--- src/core/bridge_option_consts.vh ---
`ifndef BRIDGE_OPTION_CONSTS_VH
`define BRIDGE_OPTION_CONSTS_VH
// Trigger type encodings.
`define TRIG_RISE 2'h0
`define TRIG_FALL 2'h1
`define TRIG_HIGH 2'h2
`define TRIG_LOW 2'h3
// Level width select encodings.
`define WIDTH_1MS 2'h0
`define WIDTH_5MS 2'h1
`define WIDTH_30MS 2'h2
// Suspend pin behaviour encodings.
`define SUSP_KEEP 2'h0
`define SUSP_TRI 2'h1
`define SUSP_LOW 2'h2
`define SUSP_HIGH 2'h3
// HID protocol codes.
`define PROTO_NONE 2'h0
`define PROTO_KEYBOARD 2'h1
`define PROTO_MOUSE 2'h2
// Configuration image layout (40 bits).
`define CFG_WIDTH 40
`define CFG_INT_TRIG_LSB 0
`define CFG_INT_WIDTH_LSB 2
`define CFG_PWR_SAVE_BIT 4
`define CFG_SUSP_LSB 5
`define CFG_HID_ADDR_LSB 7
`define CFG_HID_DESC_LSB 14
`define CFG_HID_TRIG_LSB 30
`define CFG_OPT_IDLE_BIT 32
`define CFG_OPT_PROTO_BIT 33
`define CFG_OPT_POWER_BIT 34
`define CFG_SUBCLASS_BIT 35
`define CFG_PROTO_LSB 36
`define CFG_CHG_POL_BIT 38
`define CFG_CHG_DIS_BIT 39
// Built-in defaults: level-high, 30ms, power save on, rising edge for the target.
`define CFG_DEFAULT 40'h000000001A
`define CFG_PULL_DEFAULT 1'h0
// Timing in their own units.
`define CLOCK_HZ 10000000
`define SYNC_STAGES 2'h2
`define IDLE_SECONDS 5
`define WIDTH_1MS_MS 1
`define WIDTH_5MS_MS 5
`define WIDTH_30MS_MS 30
`endif

--- src/core/bridge_option_config.v ---
`timescale 1ns/1ns
// How it works
// - The third general pin as interrupt input fires by edge or level, default level-high.
// - A level interrupt fires only after the level lasts 1, 5 or 30 ms.
// - With power saving on, five idle seconds request the 30 kHz system clock.
// - In USB suspend each pin keeps function, floats, drives low or drives high.
// - Target I2C address is held; zero means no target is attached.
// - Descriptor start address for the target is held, default zero.
// - Target interrupt line is sensed by the configured trigger, default rising edge.
// - Optional idle, protocol and power requests each have a support flag, default off.
// - HID subclass is none or boot interface, default none.
// - HID protocol code is none, keyboard or mouse, default none.
// - Charger detect output shows detection with configured polarity, default active-high.
// - Charger detection on its output can be disabled, default enabled.
// - Weak pulls on the six general pins are enabled by option, default off.
// - A present external memory image overrides the built-in defaults.
`include "bridge_option_consts.vh"
module bridge_option_config #(
  parameter IDLE_CYCLES = `IDLE_SECONDS * `CLOCK_HZ,
  parameter MS_CYCLES = `CLOCK_HZ / 1000
) (
  input wire CLOCK,
  input wire NRST,
  input wire CLOCK_ENABLE,
  input wire MEMORY_PRESENT,
  input wire MEMORY_VALID,
  input wire [`CFG_WIDTH-1:0] MEMORY_IMAGE,
  input wire MEMORY_PULL_ENABLE,
  input wire INTERRUPT_FUNCTION_SELECT,
  input wire GENERAL_IO_PIN_THREE,
  input wire TARGET_INTERRUPT_LINE,
  input wire CHARGER_DETECTED,
  input wire BUSY,
  input wire USB_SUSPEND,
  input wire [5:0] PIN_FUNCTION_OUT,
  input wire [5:0] PIN_FUNCTION_OE,
  output reg CONFIG_READY,
  output reg HOST_INTERRUPT_WAKE,
  output reg TARGET_INTERRUPT,
  output reg SLOW_CLOCK_REQUEST,
  output reg [5:0] PIN_OUT,
  output reg [5:0] PIN_OE,
  output reg PULL_ENABLE,
  output reg CHARGER_DETECT_OUT,
  output reg TARGET_ATTACHED,
  output reg [6:0] TARGET_ADDRESS,
  output reg [15:0] DESCRIPTOR_ADDRESS,
  output reg SUPPORT_IDLE,
  output reg SUPPORT_PROTOCOL,
  output reg SUPPORT_POWER,
  output reg BOOT_SUBCLASS,
  output reg [1:0] PROTOCOL_CODE
);
  localparam [31:0] C1 = `WIDTH_1MS_MS * MS_CYCLES;
  localparam [31:0] C5 = `WIDTH_5MS_MS * MS_CYCLES;
  localparam [31:0] C30 = `WIDTH_30MS_MS * MS_CYCLES;
  localparam [31:0] IDLE_LIMIT = IDLE_CYCLES;
  localparam ST_WAIT = 2'b01;
  localparam ST_RUN = 2'b10;

  reg [1:0] state;
  reg [1:0] settle;
  reg [`CFG_WIDTH-1:0] cfg;
  reg pull_cfg;
  reg [1:0] sync_pin;
  reg [1:0] sync_tgt;
  reg [1:0] sync_chg;
  reg [1:0] sync_pres;
  reg [1:0] sync_valid;
  reg last_pin;
  reg last_tgt;
  reg [31:0] level_count;
  reg [31:0] idle_count;

  wire [1:0] int_trig = cfg[`CFG_INT_TRIG_LSB+1:`CFG_INT_TRIG_LSB];
  wire [1:0] int_width = cfg[`CFG_INT_WIDTH_LSB+1:`CFG_INT_WIDTH_LSB];
  wire [1:0] tgt_trig = cfg[`CFG_HID_TRIG_LSB+1:`CFG_HID_TRIG_LSB];
  wire [1:0] susp_mode = cfg[`CFG_SUSP_LSB+1:`CFG_SUSP_LSB];
  wire [31:0] width_limit = (int_width == `WIDTH_1MS) ? C1 :
    (int_width == `WIDTH_5MS) ? C5 : C30;
  wire is_level = int_trig[1];
  wire pin_active = (int_trig == `TRIG_HIGH) ? sync_pin[1] : ~sync_pin[1];

  // Shared trigger decode for both interrupt sources.
  function edge_hit;
    input [1:0] trig;
    input now;
    input prev;
    begin
      case (trig)
        `TRIG_RISE: edge_hit = now & ~prev;
        `TRIG_FALL: edge_hit = ~now & prev;
        `TRIG_HIGH: edge_hit = now;
        default: edge_hit = ~now;
      endcase
    end
  endfunction

  always @(posedge CLOCK) begin
    if (!NRST) begin
      sync_pin <= 2'h0;
      sync_tgt <= 2'h0;
      sync_chg <= 2'h0;
      sync_pres <= 2'h0;
      sync_valid <= 2'h0;
    end else if (CLOCK_ENABLE) begin
      sync_pin <= {sync_pin[0], GENERAL_IO_PIN_THREE};
      sync_tgt <= {sync_tgt[0], TARGET_INTERRUPT_LINE};
      sync_chg <= {sync_chg[0], CHARGER_DETECTED};
      sync_pres <= {sync_pres[0], MEMORY_PRESENT};
      sync_valid <= {sync_valid[0], MEMORY_VALID};
    end
  end

  // The image is sampled once; later changes on the memory port are ignored until reset.
  always @(posedge CLOCK) begin
    if (!NRST) begin
      state <= ST_WAIT;
      settle <= 2'h0;
      cfg <= `CFG_DEFAULT;
      pull_cfg <= `CFG_PULL_DEFAULT;
      CONFIG_READY <= 1'b0;
    end else if (CLOCK_ENABLE) begin
      case (state)
        ST_WAIT: begin
          // Deciding on the reset value of the synchronisers would lose a fitted memory.
          if (settle != `SYNC_STAGES) begin
            settle <= settle + 2'h1;
          end else if (!sync_pres[1]) begin
            state <= ST_RUN;
            CONFIG_READY <= 1'b1;
          end else if (sync_valid[1]) begin
            cfg <= MEMORY_IMAGE;
            pull_cfg <= MEMORY_PULL_ENABLE;
            state <= ST_RUN;
            CONFIG_READY <= 1'b1;
          end
        end
        ST_RUN: state <= ST_RUN;
        default: state <= ST_WAIT;
      endcase
    end
  end

  wire run = CONFIG_READY;

  always @(posedge CLOCK) begin
    if (!NRST) begin
      last_pin <= 1'b0;
      last_tgt <= 1'b0;
      level_count <= 32'h0;
      HOST_INTERRUPT_WAKE <= 1'b0;
      TARGET_INTERRUPT <= 1'b0;
    end else if (CLOCK_ENABLE) begin
      last_pin <= sync_pin[1];
      last_tgt <= sync_tgt[1];
      if (!run || !INTERRUPT_FUNCTION_SELECT || !is_level || !pin_active) begin
        level_count <= 32'h0;
      end else if (level_count <= width_limit) begin
        level_count <= level_count + 32'h1;
      end
      if (!run || !INTERRUPT_FUNCTION_SELECT) begin
        HOST_INTERRUPT_WAKE <= 1'b0;
      end else if (is_level) begin
        HOST_INTERRUPT_WAKE <= pin_active && (level_count >= width_limit);
      end else begin
        HOST_INTERRUPT_WAKE <= edge_hit(int_trig, sync_pin[1], last_pin);
      end
      TARGET_INTERRUPT <= run && TARGET_ATTACHED &&
        edge_hit(tgt_trig, sync_tgt[1], last_tgt);
    end
  end

  // Any activity restarts the idle count, so a burst of traffic never lets the clock drop.
  always @(posedge CLOCK) begin
    if (!NRST) begin
      idle_count <= 32'h0;
      SLOW_CLOCK_REQUEST <= 1'b0;
    end else if (CLOCK_ENABLE) begin
      if (!run || BUSY || !cfg[`CFG_PWR_SAVE_BIT]) begin
        idle_count <= 32'h0;
        SLOW_CLOCK_REQUEST <= 1'b0;
      end else if (idle_count >= IDLE_LIMIT - 32'h1) begin
        SLOW_CLOCK_REQUEST <= 1'b1;
      end else begin
        idle_count <= idle_count + 32'h1;
      end
    end
  end

  always @(posedge CLOCK) begin
    if (!NRST) begin
      PIN_OUT <= 6'h00;
      PIN_OE <= 6'h00;
      PULL_ENABLE <= 1'b0;
      CHARGER_DETECT_OUT <= 1'b0;
      TARGET_ATTACHED <= 1'b0;
      TARGET_ADDRESS <= 7'h00;
      DESCRIPTOR_ADDRESS <= 16'h0000;
      SUPPORT_IDLE <= 1'b0;
      SUPPORT_PROTOCOL <= 1'b0;
      SUPPORT_POWER <= 1'b0;
      BOOT_SUBCLASS <= 1'b0;
      PROTOCOL_CODE <= `PROTO_NONE;
    end else if (CLOCK_ENABLE) begin
      if (!run) begin
        PIN_OUT <= 6'h00;
        PIN_OE <= 6'h00;
      end else if (USB_SUSPEND && susp_mode != `SUSP_KEEP) begin
        PIN_OUT <= (susp_mode == `SUSP_HIGH) ? 6'h3F : 6'h00;
        PIN_OE <= (susp_mode == `SUSP_TRI) ? 6'h00 : 6'h3F;
      end else begin
        PIN_OUT <= PIN_FUNCTION_OUT;
        PIN_OE <= PIN_FUNCTION_OE;
      end
      PULL_ENABLE <= run & pull_cfg;
      CHARGER_DETECT_OUT <= run ? (cfg[`CFG_CHG_POL_BIT] ^
        (sync_chg[1] & ~cfg[`CFG_CHG_DIS_BIT])) : 1'b0;
      TARGET_ADDRESS <= cfg[`CFG_HID_ADDR_LSB+6:`CFG_HID_ADDR_LSB];
      TARGET_ATTACHED <= run && (cfg[`CFG_HID_ADDR_LSB+6:`CFG_HID_ADDR_LSB] != 7'h00);
      DESCRIPTOR_ADDRESS <= cfg[`CFG_HID_DESC_LSB+15:`CFG_HID_DESC_LSB];
      SUPPORT_IDLE <= cfg[`CFG_OPT_IDLE_BIT];
      SUPPORT_PROTOCOL <= cfg[`CFG_OPT_PROTO_BIT];
      SUPPORT_POWER <= cfg[`CFG_OPT_POWER_BIT];
      BOOT_SUBCLASS <= cfg[`CFG_SUBCLASS_BIT];
      PROTOCOL_CODE <= cfg[`CFG_PROTO_LSB+1:`CFG_PROTO_LSB];
    end
  end
endmodule

--- config.mk ---
export PLATFORM = sky130hd
export DESIGN_NAME = bridge_option_config
export DESIGN_NICKNAME = d
export VERILOG_FILES = /design/src/core/bridge_option_config.v
export VERILOG_INCLUDE_DIRS = /design/src /design/src/core
export SDC_FILE = /design/constraint.sdc
export NUM_CORES = 1
export LEC_CHECK = 0
export ABC_CLOCK_PERIOD_IN_PS = 3600
export BUFFER_PORTS_ARGS = -buffer_cell sky130_fd_sc_hd__buf_2
export CORE_MARGIN = 3
export CORE_UTILIZATION = 50
export CTS_CLUSTER_SIZE = 8
export DETAILED_ROUTE_END_ITERATION = 10
export GPL_ROUTABILITY_DRIVEN = 0
export PLACE_DENSITY_LB_ADDON = 0.15
export RECOVER_POWER = 50
export SYNTH_ARGS = -nofsm -noshare
export SYNTH_HDL_FRONTEND = slang
export SYNTH_SLANG_ARGS = --single-unit
--- constraint.sdc ---
create_clock -name CLOCK -period 3.6 [get_ports CLOCK]
set_input_delay 0.54 -clock CLOCK [delete_from_list [all_inputs] [get_ports CLOCK]]
set_output_delay 0.54 -clock CLOCK [all_outputs]
set_load 0.03 [all_outputs]
======== Yosys cells after proc, flatten, opt, wreduce, memory -nomap -nowiden ========
Index checks and enable logic that the tools add are counted.
storage, ports and cells
  register bits after elaboration ......... 169
  input port bits ......................... 64
  output and inout bits ................... 48
  logic and storage cells ................. 119
cells by class
  add/sub/neg operators ................... 3
  $lt $le $gt $ge ......................... 3
  equal/unequal tests ..................... 14
  muxes and demuxes ....................... 28
  bitwise gates (word level) .............. 13
  reduce and logical (&&, ||, !) cells .... 29
operator list
  operator                                                                               number
  32-bit two-way mux                                                                     4
  32-bit by 1-bit adder with 32-bit output, second input constant                        2
  19-bit two-way mux                                                                     2
  6-bit two-way mux                                                                      6
  32-bit by 19-bit greater-or-equal comparator with 1-bit output                         1
  32-bit by 26-bit greater-or-equal comparator with 1-bit output, second input constant  1
  32-bit by 19-bit less-or-equal comparator with 1-bit output                            1
  2-bit by 1-bit equality test with 1-bit output, second input constant                  5
  1-bit two-way mux                                                                      10
  2-bit equality test, second input constant                                             4
  7-bit nonzero test                                                                     1
  1-bit AND                                                                              6
  2-bit zero test                                                                        3
  2-bit two-way mux                                                                      3
  2-bit != test, second input constant                                                   3
  1-bit inverter                                                                         6
  1-bit case mux with 3 select lines                                                     2
  2-bit AND reduction                                                                    3
  3-bit AND reduction                                                                    2
  2-bit nonzero test                                                                     3
  1-bit logical AND                                                                      5
  1-bit zero test                                                                        5
  1-bit logical OR                                                                       5
  5-bit AND reduction                                                                    1
  other kinds (6)                                                                        6

======== Longest topological paths before layout ========
Gate-level depths: netlist of the first run.
  depth in word-level cells ............... 7
  depth in mapped cells ................... 13
  gate-level depth less buffers ........... 11

======== Worst setup path before layout of the first run ========
No wires, ideal clock.
  kind .................................... flip-flop to flip-flop
  from .................................... reg cfg[3]
  to ...................................... reg level_count[18]
  library setup time ...................... 116 ps
  arrival time ............................ 2627 ps
  required time ........................... 3484 ps
  path slack .............................. 857 ps
  stages on the path, launching flop included .. 11
  buffers on the path ..................... 0
  clock period less this slack ............ 2743 ps
  cells stage by stage .................... dfxtp_1 -> inv_1 -> ha_1 -> nor2b_1 -> o31ai_1 -> a21boi_0 -> o41ai_1 -> a311oi_2 -> nor4_2 -> a31oi_1 -> a41o_1
between the ends
  cells in the longest elaborated chain, start to end .. 6
  elaborated cells on any way between the ends .. 7
  classes of those cells .................. 1 x order compare; 1 x eq/ne; 2 x mux; 3 x reduce/logical
ends and longest elaborated chain
  what                                                             line                        RTL
  start, declared                                                  bridge_option_config.v:63   reg [`CFG_WIDTH-1:0] cfg;
  start signal, assigned                                           bridge_option_config.v:120  cfg <= `CFG_DEFAULT;
  2-bit by 1-bit equality test with 1-bit output (no source line)  n/a
  19-bit two-way mux                                               bridge_option_config.v:80   (int_width == `WIDTH_5MS) ? C5 : C30;
  19-bit two-way mux (*)                                           bridge_option_config.v:79   wire [31:0] width_limit = (int_width == `WIDTH_1MS) ? C1 :
  32-bit by 19-bit less-or-equal comparator with 1-bit output (*)  bridge_option_config.v:159  end else if (level_count <= width_limit) begin
  2-bit nonzero test (no source line) (*)                          n/a
  2-bit AND reduction (no source line) (*)                         n/a
  end signal, assigned                                             bridge_option_config.v:160  level_count <= level_count + 32'h1;
  end, declared                                                    bridge_option_config.v:72   reg [31:0] level_count;
Every way passes the cells marked *; elsewhere a longest branch is shown, timed or not.
A chain may end at the register's enable or synchronous reset.

======== Final worst setup path of the first run ========
Ends and elaborated chain as after synthesis.

==> results of run 1 <==
==> layout by cell type, fill, tap and decap left out, types with 6 or more instances in the layout <==
master,n
sky130_fd_sc_hd__a21boi_0,57
sky130_fd_sc_hd__a21oi_1,18
sky130_fd_sc_hd__a31oi_1,6
sky130_fd_sc_hd__and2_1,7
sky130_fd_sc_hd__and3_1,33
sky130_fd_sc_hd__buf_2,61
sky130_fd_sc_hd__clkbuf_1,53
sky130_fd_sc_hd__clkbuf_16,17
sky130_fd_sc_hd__dfxtp_1,169
sky130_fd_sc_hd__ha_1,14
sky130_fd_sc_hd__inv_1,14
sky130_fd_sc_hd__mux2i_1,41
sky130_fd_sc_hd__nand2_1,109
sky130_fd_sc_hd__nand2b_1,15
sky130_fd_sc_hd__nand3_1,26
sky130_fd_sc_hd__nand4_1,13
sky130_fd_sc_hd__nor2_1,53
sky130_fd_sc_hd__nor2b_1,46
sky130_fd_sc_hd__nor3_1,11
sky130_fd_sc_hd__o21a_1,7
sky130_fd_sc_hd__o21ai_0,33
sky130_fd_sc_hd__or3_1,9
sky130_fd_sc_hd__xnor2_1,13
sky130_fd_sc_hd__xor2_1,16
==> where the power goes <==
group          switching (W)  internal (W)
Clock               0.000812      0.000929
Combinational       0.000142      0.000108
Sequential         0.0000159       0.00190
==> state kept, by name, indices dropped and copies added, names as in the netlist, 6 cells and up <==
register	count
PIN_OUT	6
cfg	40
TARGET_ADDRESS	7
PIN_OE	6
idle_count	32
level_count	32
DESCRIPTOR_ADDRESS	16
==> worst max-delay path, cell delays in order, from the launching register on <==
cell,delay (ns)
sky130_fd_sc_hd__dfxtp_1,0.34
sky130_fd_sc_hd__inv_1,0.13
sky130_fd_sc_hd__ha_1,0.33
sky130_fd_sc_hd__nor2b_1,0.14
sky130_fd_sc_hd__o31ai_1,0.19
sky130_fd_sc_hd__a21boi_0,0.12
sky130_fd_sc_hd__o41ai_1,0.43
sky130_fd_sc_hd__a311oi_2,0.34
sky130_fd_sc_hd__nor4_2,0.69
sky130_fd_sc_hd__a31oi_1,0.18
sky130_fd_sc_hd__a41o_1,0.23
==> layout make-up <==
class                      instances  area [um2]
timing repair buffer             117         524
clock buffer                      18         439
inverter                          14        52.6
sequential                       169        3380
multi-input combinational        577        3630
tap                              180         225
clock inverter                    14         126
fill                            1263        5610
==> final timing paths <==
path / from / depth (start not counted) / slack, ns / to
setup / recovery: cfg[3]$_SDFFE_PN1P_ / 10 / 0.35 / level_count[18]$_SDFFE_PN0P_
hold / removal: MEMORY_IMAGE[4] / 3 / 0.34 / cfg[4]$_SDFFE_PN1P_
setup reg to reg: cfg[3]$_SDFFE_PN1P_ / 10 / 0.35 / level_count[18]$_SDFFE_PN0P_
hold reg to reg: cfg[23]$_SDFFE_PN0P_ / 2 / 0.47 / cfg[23]$_SDFFE_PN0P_
==> through the flow <==
stage          cell area [um2]  instances
2_1_floorplan             7210        801
6_report                  8380       1089
4_1_cts                   8460       1089
3_5_place_dp              7890       1057
5_1_grt                   8380       1089
3_3_place_gp              7890       1057
==> metal layers <==
layer  track usage (%)  vias to the layer above
li1                  -                     2951
met1              25.1                     2752
met2              34.6                      132
met3              6.19                       23
met4              5.68                        0
met5                 0                        -
==> repair_timing <==
| item | CTS | global route |
|---|---|---|
| endpoints found under the setup margin | 0 | 11 |
| resized for setup | 0 | 1 |
| endpoints found under the hold margin | 0 | 0 |
==> cells by family after synthesis <==
family,synth area share (%)
compound gates,13.5
simple gates,25.0
xor+xnor,3.52
flops,46.9
mux,5.69
fa+ha+maj,2.43
buf+inv,2.90
==> summary.txt, run 1 <==
Cells and area
  – Layout area overhead: 16.2%
  – Share of layout cells above drive strength 1: 12.0%
  – Number of diodes added for antenna fixing: 0
  – Total Nets Final: 974
  – Utilization after layout: 59.9%

Yosys
  – Largest cells by area after synthesis: sky130_fd_sc_hd__dfxtp_1 47%, sky130_fd_sc_hd__a21boi_0 5.9%, sky130_fd_sc_hd__mux2i_1 5.7%
  – Area of the mapped netlist: 0.00721 mm2
  – Distinct cells, synth: 58
  – Mean cell area of the mapped netlist: 9.00 um2
  – Share of async-settable or async-resettable flops after synthesis: 0%
  – Post-synth top area cell: sky130_fd_sc_hd__dfxtp_1
  – Register bit total from synthesis: 169
  – Sequential cell area fraction in the yosys report: 46.9%
  – Total nets after synthesis: 879
  – Share of Yosys cell area claimed by the top area cell type: 46.9%
  – Dominant cell by count in the synthesized netlist: sky130_fd_sc_hd__dfxtp_1
  – Post-synthesis instance total: 801
  – Yosys warning total: 0
  – Commonest cells post-synth: 169 x sky130_fd_sc_hd__dfxtp_1, 109 x sky130_fd_sc_hd__nand2_1, 57 x sky130_fd_sc_hd__a21boi_0
  – Count of flip-flops with a built-in enable after synthesis: 0
  – Flip-flop cell with the highest count after synthesis: sky130_fd_sc_hd__dfxtp_1

Clock network
  – Clock tree from TritonCTS: built
  – Clock Latency Late Sink: 0.43 ns
  – Maximum clock insertion buffer count: 2
  – Setup Fix Bufs, Post-CTS: 0
  – Maximum level of the CTS H-tree: 4
  – Number of CTS-inserted buffers: 17
  – Number of clock sinks seen by CTS: 169
  – Clock root buffer: sky130_fd_sc_hd__clkbuf_16
  – CTS clock-pin slew for the worst setup and hold paths: 0.07 ns
  – Number of buffers inserted by hold repair at cts: 0

Drt
  – Residual antenna-violating net count after detailed routing: 0
  – Remaining DRCs: 0
  – Number of iterations in the first detailed-routing pass: 7
  – Top routing layer used: met4
  – Detailed-routing wirelength on met1: 7.40 mm
  – Via total after detailed routing: 5858
  – Met2 WL: 7.73 mm
  – Routed length on met3: 749 um
  – Average wire per standard cell: 14.8 um
  – Detailed-route wire length: 16.1 mm
  – Average vias per placed instance: 5.38
  – DR iter-0 viols: 398

STA
  – Final worst-path cycle share: 90.3%
  – Final critical-path setup slack: 0.350 ns
  – Setup-violating endpoint count in the final report: 0
  – Final-report max-slew violation count: 74
  – Fin crit period: 3.25 ns
  – Maximum clock rate: 308 MHz
  – Final clock skew: 0.0101 ns
  – Hold slack final: 0.339 ns
  – Worst slew margin relative to its limit: -33.2%
  – Slew at the pin closest to its max-slew limit: 2.00 ns
  – Setup repair after global routing missed its margin: no
  – Hold Vio Cnt, Final: 0
  – Setup_tns: 0 ns

Global routing
  – Antenna violations before repair: 0
  – Wire length of the first global-routing pass: 26.8 mm
  – Vias in the first global route: 5715
  – Pin count of the biggest net entering global routing: 46
  – GRT Residual Overflow: 0
  – Total routing usage reported by global routing: 20.3%

Floorplanning
  – Num rows: 43
  – Starting utilization of the core area: 51.5%
  – Overall die height: 126 um
  – Core Footprint: 0.0140 mm2
  – Die Width: 126 um
  – Overall die area: 0.0159 mm2
  – Total I/O pin count: 112

Critical path
  – Type of element launching the critical path: flip-flop
  – Critical-path maximum fanout: 9
  – Critical path type: flip-flop to flip-flop
  – Critical Path AT: 3.56 ns
  – Worst endpoint required time: 3.91 ns
  – Crit. End Element: flip-flop

Status
  – Violated checks: capacitance limit, slew limit
  – Run status: finished with violations

Worst hold path
  – Hold WC Path Type: input port to flip-flop

Pwr
  – PnR Total Power: 0.00391 W
  – Peak supply drop: 312 uV
  – Pwr Density: 466 mW/mm2
  – Leakage power of the design: 3.17 nW

Place
  – Pre-CTS setup slack: 0.258 ns
  – Number of port buffers: 111
  – Post-detail-place hpwl: 11.2 mm

Run
  – Maximum Capacitance Violations: 2
Note: power is estimated with default switching activity, not from simulation.
==> run 2: changes to the inputs <==
--- a/config.mk
+++ b/config.mk
@@ -6,12 +6,15 @@
 export SDC_FILE = /design/constraint.sdc
 export NUM_CORES = 1
 export LEC_CHECK = 0
+export ABC_AREA = 1
 export ABC_CLOCK_PERIOD_IN_PS = 3600
-export BUFFER_PORTS_ARGS = -buffer_cell sky130_fd_sc_hd__buf_2
+export CELL_PAD_IN_SITES_DETAIL_PLACEMENT = 1
+export CELL_PAD_IN_SITES_GLOBAL_PLACEMENT = 2
 export CORE_MARGIN = 3
-export CORE_UTILIZATION = 50
+export CORE_UTILIZATION = 35
 export CTS_CLUSTER_SIZE = 8
 export DETAILED_ROUTE_END_ITERATION = 10
+export DONT_BUFFER_PORTS = 1
 export GPL_ROUTABILITY_DRIVEN = 0
 export PLACE_DENSITY_LB_ADDON = 0.15
 export RECOVER_POWER = 50
==> run 2 against run 1 <==
Non-clock buffer count shrank 105; first-iteration DRC count shrank 32%; setup slack gained 0.67 ns; power grew 5.9%; largest power group unchanged; routed wire length up 35%; core utilization down 20 points; cell count up 24%; the run now ends clean; clock skew rose by 0.0036 ns.
==> summary.txt, run 2 <==
Cells and area
  – Total Nets Final: 1143 (+17%)
  – Biggest regs: cfg: 40 flops, idle_count: 32 flops, level_count: 32 flops
  – Layout area overhead: 10.2%
  – Count of placed standard cells in the final layout, fillers left out: 1354 (+24%)
  – Register with the most flip-flops: cfg
  – Share of layout cells above drive strength 1: 5.57% (-6.4 points)
  – Most common library cell in the layout ignoring fill and taps: sky130_fd_sc_hd__nor2_1
  – Most frequent cells in the layout: 237 x sky130_fd_sc_hd__nor2_1, 182 x sky130_fd_sc_hd__nand2_1, 169 x sky130_fd_sc_hd__dfxtp_1
  – Largest register FFs: 40 (unchanged)

Critical path
  – Register-to-register setup slack: 1.02 ns (+0.67 ns)
  – Library cell appearing most often on the critical path: sky130_fd_sc_hd__nand2_1
  – Critical path type: flip-flop to flip-flop
  – Critical-path cell list: inv_1 -> nand2_2 -> ha_1 -> nand2_1 -> inv_1 -> nand3_1 -> nor2_1 -> nand2_1 -> nand3_1 -> nand3_2 -> buf_4 -> nand2_1 -> buf_4 -> nand2_1 -> nand2_1 -> nor2_1
  – Launch instance of the worst register-to-register path: cfg[3]$_SDFFE_PN1P_
  – Capture instance of the worst register-to-register path: level_count[1]$_SDFFE_PN0P_
  – Worst stage delay on the critical path: 0.32 ns (-0.37 ns)
  – Crit. End Element: flip-flop
  – Critical Path AT: 2.88 ns (-0.68 ns)
  – Crit path max-delay cell type: sky130_fd_sc_hd__dfxtp_1
  – Reg2Reg Depth: 16 (+6)
  – Type of element launching the critical path: flip-flop
  – Critical-path maximum fanout: 30 (+21)
  – Worst endpoint required time: 3.89 ns (-0.02 ns)
  – Endpoint of the worst setup timing path: level_count[1]$_SDFFE_PN0P_
  – Worst Setup SP: cfg[3]$_SDFFE_PN1P_

Yosys
  – Count of flip-flops with a built-in enable after synthesis: 0 (unchanged)
  – Xor/xnor share of the synthesized area: 3.85% (+0.33 points)
  – Area fraction in and, or, nand and nor cells after synthesis: 30.2% (+5.1 points)
  – Yosys warning total: 0 (unchanged)
  – Dominant cell by count in the synthesized netlist: sky130_fd_sc_hd__nor2_1
  – Main combinational cell family by area after synthesis: simple AND/OR/NAND/NOR gates
  – Largest cells by area after synthesis: sky130_fd_sc_hd__dfxtp_1 44%, sky130_fd_sc_hd__nor2_1 12%, sky130_fd_sc_hd__nand2_1 8.8%
  – Sequential cell area fraction in the yosys report: 43.8% (-3.1 points)
  – Register bit total from synthesis: 169 (unchanged)
  – Share of Yosys cell area claimed by the top area cell type: 43.8% (-3.1 points)
  – Flip-flop cell with the highest count after synthesis: sky130_fd_sc_hd__dfxtp_1
  – Mean cell area of the mapped netlist: 7.09 um2 (-21%)
  – Post-synth top area cell: sky130_fd_sc_hd__dfxtp_1
  – Area of the mapped netlist: 0.00773 mm2 (+7.1%)
  – Post-synthesis instance total: 1090 (+36%)
  – Post-synthesis adder-cell area fraction: 2.27% (-0.16 points)
  – Share of async-settable or async-resettable flops after synthesis: 0% (unchanged)
  – Total nets after synthesis: 1168 (+33%)
  – Portion of netlist area occupied by mux cells: 0% (-5.7 points)
  – Distinct cells, synth: 37 (-36%)
  – Commonest cells post-synth: 237 x sky130_fd_sc_hd__nor2_1, 182 x sky130_fd_sc_hd__nand2_1, 169 x sky130_fd_sc_hd__dfxtp_1
  – Compound-cell area share of the yosys netlist: 13.2% (-0.30 points)

Floorplanning
  – Overall die area: 0.0239 mm2 (+50%)
  – Die Width: 155 um (+23%)
  – Core Footprint: 0.0214 mm2 (+53%)
  – Total I/O pin count: 112 (unchanged)
  – Starting utilization of the core area: 36.2% (-15 points)
  – Num rows: 53 (+23%)
  – Overall die height: 155 um (+23%)

STA
  – Slew at the pin closest to its max-slew limit: 1.33 ns (-0.673 ns)
  – Setup-violating endpoint count in the final report: 0 (unchanged)
  – Worst slew margin relative to its limit: 11.6% (+45 points)
  – Maximum clock rate: 387 MHz (+26%)
  – Fin crit period: 2.58 ns (-0.669 ns)
  – Final-report max-slew violation count: 0 (-100%)
  – Hold slack final: 0.193 ns (-0.146 ns)
  – Hold Vio Cnt, Final: 0 (unchanged)
  – Final clock skew: 0.0137 ns (+0.00361 ns)
  – Setup repair after global routing missed its margin: no
  – Setup_tns: 0 ns (unchanged)
  – Final worst-path cycle share: 71.7% (-19 points)

Drt
  – DR iter-0 viols: 271 (-32%)
  – Via total after detailed routing: 6826 (+17%)
  – Average wire per standard cell: 16.0 um (+8.2%)
  – Residual antenna-violating net count after detailed routing: 0 (unchanged)
  – Number of iterations in the first detailed-routing pass: 4 (-3)
  – Remaining DRCs: 0 (unchanged)
  – Detailed-route wire length: 21.7 mm (+35%)
  – Average vias per placed instance: 5.04 (-6.3%)

Global routing
  – GRT Residual Overflow: 0 (unchanged)
  – Total routing usage reported by global routing: 18.6% (-1.8 points)
  – Wire length of the first global-routing pass: 36.3 mm (+35%)
  – Vias in the first global route: 7217 (+26%)
  – Pin count of the biggest net entering global routing: 91 (+98%)
  – Antenna violations before repair: 0 (unchanged)

Clock network
  – Maximum level of the CTS H-tree: 4 (unchanged)
  – Count of instances resized after the clock tree is built: 0 (unchanged)
  – Maximum clock insertion buffer count: 2 (unchanged)
  – Number of buffers inserted by hold repair at cts: 0 (unchanged)
  – Number of clock sinks seen by CTS: 169 (unchanged)
  – Setup Fix Bufs, Post-CTS: 0 (unchanged)
  – CTS clock-pin slew for the worst setup and hold paths: 0.07 ns (about the same)
  – Number of CTS-inserted buffers: 17 (unchanged)
  – Clock tree from TritonCTS: built
  – Clock Latency Late Sink: 0.44 ns (about the same)
  – Clock root buffer: sky130_fd_sc_hd__clkbuf_16

Pwr
  – Leakage power of the design: 3.01 nW (-5.1%)
  – Peak supply drop: 268 uV (-14%)
  – Pwr Density: 486 mW/mm2 (+4.2%)

Run
  – Maximum Capacitance Violations: 0 (-2)

Place
  – Number of port buffers: 0 (-100%)
  – Instance count after placement with tap cells included: 1321 (+25%)
  – Post-detail-place hpwl: 14.6 mm (+31%)

Worst hold path
  – Hold WC Path Type: input port to flip-flop

Status
  – Run status: completed
[run 2: changes by cell type in the layout (fill, tap and decap cells not counted), moves of 52 or more]
cell,delta
sky130_fd_sc_hd__o21ai_0,+71
sky130_fd_sc_hd__buf_2,-61
sky130_fd_sc_hd__a21boi_0,-56
sky130_fd_sc_hd__inv_1,+52
sky130_fd_sc_hd__nand2_1,+73
sky130_fd_sc_hd__clkbuf_1,-52
sky130_fd_sc_hd__a21oi_1,+66
sky130_fd_sc_hd__nor2_1,+184
[run 2: metrics by stage]
step	power (W)	setup slack [ns]	util (%)	instance area, um2
floorplan	0.00226	1.71	-	7730
global placement	0.00231	1.10	37.0	7910
detailed placement	0.00231	1.03	37.0	7910
CTS	0.00420	1.03	39.9	8520
global route	0.00433	0.732	39.9	8510
finish	0.00414	1.02	39.9	8520
[run 2: worst min path at each step]
stage / start / endpoint / cells past startpoint
finish: NRST / state[0]$_SDFFE_PN1P_ / 1
global placement: level_count[30]$_SDFFE_PN0P_ / level_count[30]$_SDFFE_PN0P_ / 2
floorplan: level_count[20]$_SDFFE_PN0P_ / level_count[20]$_SDFFE_PN0P_ / 2
global route: NRST / state[0]$_SDFFE_PN1P_ / 1
CTS: NRST / state[0]$_SDFFE_PN1P_ / 1
detailed placement: level_count[29]$_SDFFE_PN0P_ / level_count[29]$_SDFFE_PN0P_ / 2
[run 2: where the power goes]
part | switching (W) | internal (W)
clock network | 0.000915 | 0.000963
registers | 0.0000840 | 0.00193
logic | 0.000167 | 0.0000830
total | 0.00117 | 0.00297
[run 2: area by class of cell]
class                           count  area [um2]
Tap cell                          275         344
Fill cell                        2697       12800
Antenna cell                        1        2.50
Clock buffer                       18         439
Clock inverter                     14         173
Sequential cell                   169        3380
Multi-Input combinational cell    795        3820
Inverter                           70         263
Timing Repair Buffer               12        86.3
[run 2: worst max-delay path, delay by kind of cell (launching register included)]
kind	cells	cell delay, ns
adders and majority gates	1	0.31
buffers and inverters	4	0.87
DFF	1	0.32
and+or+nand+nor	11	0.91
[run 2: logic make-up (layout without fill, tap and decap cells)]
kind of cell             count (synthesis)  after routing
flip-flops                             169            169
other                                    0              1
adder cells (fa/ha/maj)                 14             14
AND/OR/NAND/NOR                        548            548
AO/OA/AOI/OAI                          199            199
buffers and inverters                  126            114
XOR/XNOR                                34             34
[run 2: routing by layer]
layer,routed length [um],GRT usage (%),vias to the layer above
li1,-,-,3493
met1,10400,24.0,3222
met2,9790,30.2,96
met3,1220,5.71,15
met4,283,4.79,0
met5,0,0,-
==> run 3: changes to the inputs <==
--- a/config.mk
+++ b/config.mk
@@ -6,8 +6,8 @@
 export SDC_FILE = /design/constraint.sdc
 export NUM_CORES = 1
 export LEC_CHECK = 0
-export ABC_AREA = 1
-export ABC_CLOCK_PERIOD_IN_PS = 3600
+export ABC_AREA = 0
+export ABC_CLOCK_PERIOD_IN_PS = 2100
 export CELL_PAD_IN_SITES_DETAIL_PLACEMENT = 1
 export CELL_PAD_IN_SITES_GLOBAL_PLACEMENT = 2
 export CORE_MARGIN = 3
==> constraint.sdc (replaced) <==
create_clock -name CLOCK -period 2.1 [get_ports CLOCK]
set_input_delay 0.315 -clock CLOCK [delete_from_list [all_inputs] [get_ports CLOCK]]
set_output_delay 0.315 -clock CLOCK [all_outputs]
set_load 0.03 [all_outputs]
==> run 3 against run 2 <==
The flow now finishes with violations (setup timing); first-iteration DRC count shrank 30%; sequential share of layout area decreased by 2.9 points; via count shrank 14%; combinational power rose by 40%; cell count decreased by 16%; die area shrank 6.4%; largest power group unchanged.
==> summary.txt, run 3 (synthesized netlist as in run 1, its figures left out) <==
Cells and area
  – Most common library cell in the layout ignoring fill and taps: sky130_fd_sc_hd__dfxtp_1
  – Share of layout cells above drive strength 1: 21.7% (+16 points)
  – Largest register FFs: 40 (unchanged)
  – Register with the most flip-flops: cfg
  – Total Nets Final: 940 (-18%)
  – Most frequent cells in the layout: 165 x sky130_fd_sc_hd__dfxtp_1, 103 x sky130_fd_sc_hd__nand2_1, 60 x sky130_fd_sc_hd__buf_4
  – Layout area overhead: 27.8%
  – Count of placed standard cells in the final layout, fillers left out: 1140 (-16%)
  – Biggest regs: cfg: 40 flops, idle_count: 32 flops, level_count: 32 flops
  – Number of diodes added for antenna fixing: 0 (-1)

Pwr
  – Peak supply drop: 581 uV (+120%)
  – Pwr Density: 744 mW/mm2 (+53%)
  – PnR Total Power: 0.00685 W (+66%)
  – Leakage power of the design: 3.35 nW (+11%)

Clock network
  – Clock tree from TritonCTS: built
  – CTS clock-pin slew for the worst setup and hold paths: 0.07 ns (about the same)
  – Clock root buffer: sky130_fd_sc_hd__clkbuf_16
  – Number of clock sinks seen by CTS: 169 (unchanged)
  – Number of CTS-inserted buffers: 17 (unchanged)
  – Maximum clock insertion buffer count: 2 (unchanged)
  – Clock Latency Late Sink: 0.43 ns (about the same)
  – Maximum level of the CTS H-tree: 4 (unchanged)

Floorplanning
  – Num rows: 51 (-3.8%)
  – Starting utilization of the core area: 36.3% (+0.15 points)
  – Overall die height: 150 um (-3.3%)
  – Core Footprint: 0.0198 mm2 (-7.1%)
  – Overall die area: 0.0224 mm2 (-6.4%)
  – Die Width: 150 um (-3.3%)
  – Total I/O pin count: 112 (unchanged)

Drt
  – Residual antenna-violating net count after detailed routing: 0 (unchanged)
  – Detailed-route wire length: 19.6 mm (-9.4%)
  – DR iter-0 viols: 191 (-30%)
  – Average vias per placed instance: 5.14 (+2.0%)
  – Number of iterations in the first detailed-routing pass: 4 (unchanged)
  – Remaining DRCs: 0 (unchanged)
  – Average wire per standard cell: 17.2 um (+7.6%)
  – Via total after detailed routing: 5864 (-14%)

Global routing
  – Met2 global-route usage: 30.5% (+0.23 points)
  – Met1 routing resource usage after global routing: 20.9% (-3.1 points)
  – Vias in the first global route: 6253 (-13%)
  – GRT Residual Overflow: 0 (unchanged)
  – Total routing usage reported by global routing: 17.7% (-0.84 points)
  – Pin count of the biggest net entering global routing: 128 (+41%)
  – Wire length of the first global-routing pass: 31.7 mm (-13%)
  – Met3 track demand over resource in global routing: 6.27% (+0.56 points)
  – Most heavily used metal layer in global routing: met2
  – Antenna violations before repair: 0 (unchanged)

Worst hold path
  – Hold Crit Depth: 2 (+1)
  – Hold WC Path Type: input port to flip-flop
  – Hold path start: MEMORY_IMAGE[6]

STA
  – Maximum clock rate: 381 MHz (-1.6%)
  – Setup repair after global routing missed its margin: yes
  – Fin crit period: 2.62 ns (+0.0423 ns)
  – Slew at the pin closest to its max-slew limit: 0.461 ns (-0.865 ns)
  – Final-report max-slew violation count: 0 (unchanged)
  – Hold Vio Cnt, Final: 0 (unchanged)
  – Final worst-path cycle share: 125% (+53 points)
  – Setup-violating endpoint count in the final report: 45 (+45)
  – Final clock skew: 0.0147 ns (+0.00103 ns)
  – Worst slew margin relative to its limit: 69.0% (+57 points)
  – Final critical-path setup slack: -0.523 ns (-1.54 ns)

Place
  – Post-detail-place hpwl: 13.1 mm (-11%)
  – Number of port buffers: 0 (unchanged)
  – Instance count after placement with tap cells included: 1088 (-18%)
  – Pre-CTS setup slack: -0.661 ns (-1.69 ns)

Critical path
  – Worst endpoint required time: 2.47 ns (-1.42 ns)
  – Critical-path maximum fanout: 5 (-83%)
  – Crit. End Element: flip-flop
  – Critical path type: flip-flop to flip-flop
  – Worst Setup SP: cfg[3]$_SDFFE_PN1P_
  – Launch instance of the worst register-to-register path: cfg[3]$_SDFFE_PN1P_
  – Critical Path AT: 2.99 ns (+0.11 ns)
  – Reg2Reg Depth: 13 (-3)
  – Type of element launching the critical path: flip-flop

Status
  – Violated checks: setup timing
  – Run status: finished with violations

Run
  – Maximum Capacitance Violations: 0 (unchanged)
run 3: changes by cell type in the layout (fill, tap and decap cells not counted), moves of 15 or more:
cell                       before  now
sky130_fd_sc_hd__inv_1         66   12
sky130_fd_sc_hd__nor2_1       237   47
sky130_fd_sc_hd__mux2i_1        0   41
sky130_fd_sc_hd__a21boi_0       1   55
sky130_fd_sc_hd__nor3_1        25    3
sky130_fd_sc_hd__and3_1         0   31
sky130_fd_sc_hd__a21oi_1       84   13
sky130_fd_sc_hd__nor2b_1        0   45
sky130_fd_sc_hd__buf_4         11   60
sky130_fd_sc_hd__nand2b_1       0   15
sky130_fd_sc_hd__nand2_1      182  103
sky130_fd_sc_hd__o21ai_0      104   29
sky130_fd_sc_hd__nand3_1       66   19
run 3: repair_timing:
action / CTS / global route
buffers inserted: 9 / 11
endpoints found under the setup margin: 48 / 50
endpoints found under the hold margin: 5 / 0
hold buffers: 5 / 0
gates resized for setup: 59 / 40
pin swaps: 44 / 46
run 3: final timing paths:
| check | endpoint | slack, ns |
|---|---|---|
| worst max-delay path | level_count[16]$_SDFFE_PN0P_ | -0.52 |
| worst min-delay path | cfg[6]$_SDFFE_PN0P_ | 0.02 |
| worst max register to register | level_count[16]$_SDFFE_PN0P_ | -0.52 |
| worst min register to register | cfg[28]$_SDFFE_PN0P_ | 0.46 |
run 3: through the flow:
stage                     hold WS, ns  setup TNS, ns  util, %  cell area [um2]
final                          0.0214         -14.76     46.4             9220
after CTS                    0.000523         -13.40     45.4             9010
after global routing          0.00611         -20.53     46.4             9220
after detailed placement        0.423         -17.37     40.4             8010
after global placement          0.420         -12.60     40.4             8010
after floorplan                 0.439          -7.12        -             7340
run 3: layer usage:
layer | share of wire [%] | wire length (um)
met1 | 43 | 8390
met2 | 50 | 9780
met3 | 6.1 | 1190
met4 | 1.3 | 259
met5 | 0 | 0
run 3: worst max-delay path, cell delays in order, from the launching register on:
cell and delay (ns):
sky130_fd_sc_hd__dfxtp_4 0.37, sky130_fd_sc_hd__nor2_4 0.12, sky130_fd_sc_hd__inv_4 0.06, sky130_fd_sc_hd__ha_4 0.25, sky130_fd_sc_hd__nand4_1 0.10, sky130_fd_sc_hd__nor3_2 0.25
sky130_fd_sc_hd__o2111ai_2 0.21, sky130_fd_sc_hd__nor2_4 0.20, sky130_fd_sc_hd__o31ai_4 0.11, sky130_fd_sc_hd__buf_4 0.15, sky130_fd_sc_hd__nor4_4 0.30, sky130_fd_sc_hd__buf_4 0.20
sky130_fd_sc_hd__nand3_1 0.10, sky130_fd_sc_hd__a21oi_2 0.13
run 3: area by class of cell:
| type | count | area (um2) |
|---|---|---|
| fill | 2226 | 10600 |
| multi-input combinational | 577 | 4110 |
| sequential | 169 | 3390 |
| timing repair buffer | 83 | 723 |
| clock buffer | 17 | 425 |
| tap | 265 | 332 |
| clock inverter | 15 | 175 |
| inverter | 14 | 62.6 |
run 3: power by group:
| group | switching, W | leakage [nW] | internal [W] |
|---|---|---|---|
| logic | 0.000181 | 1.69 | 0.000169 |
| clock network | 0.00149 | 0.292 | 0.00170 |
| registers | 0.0000528 | 1.36 | 0.00325 |
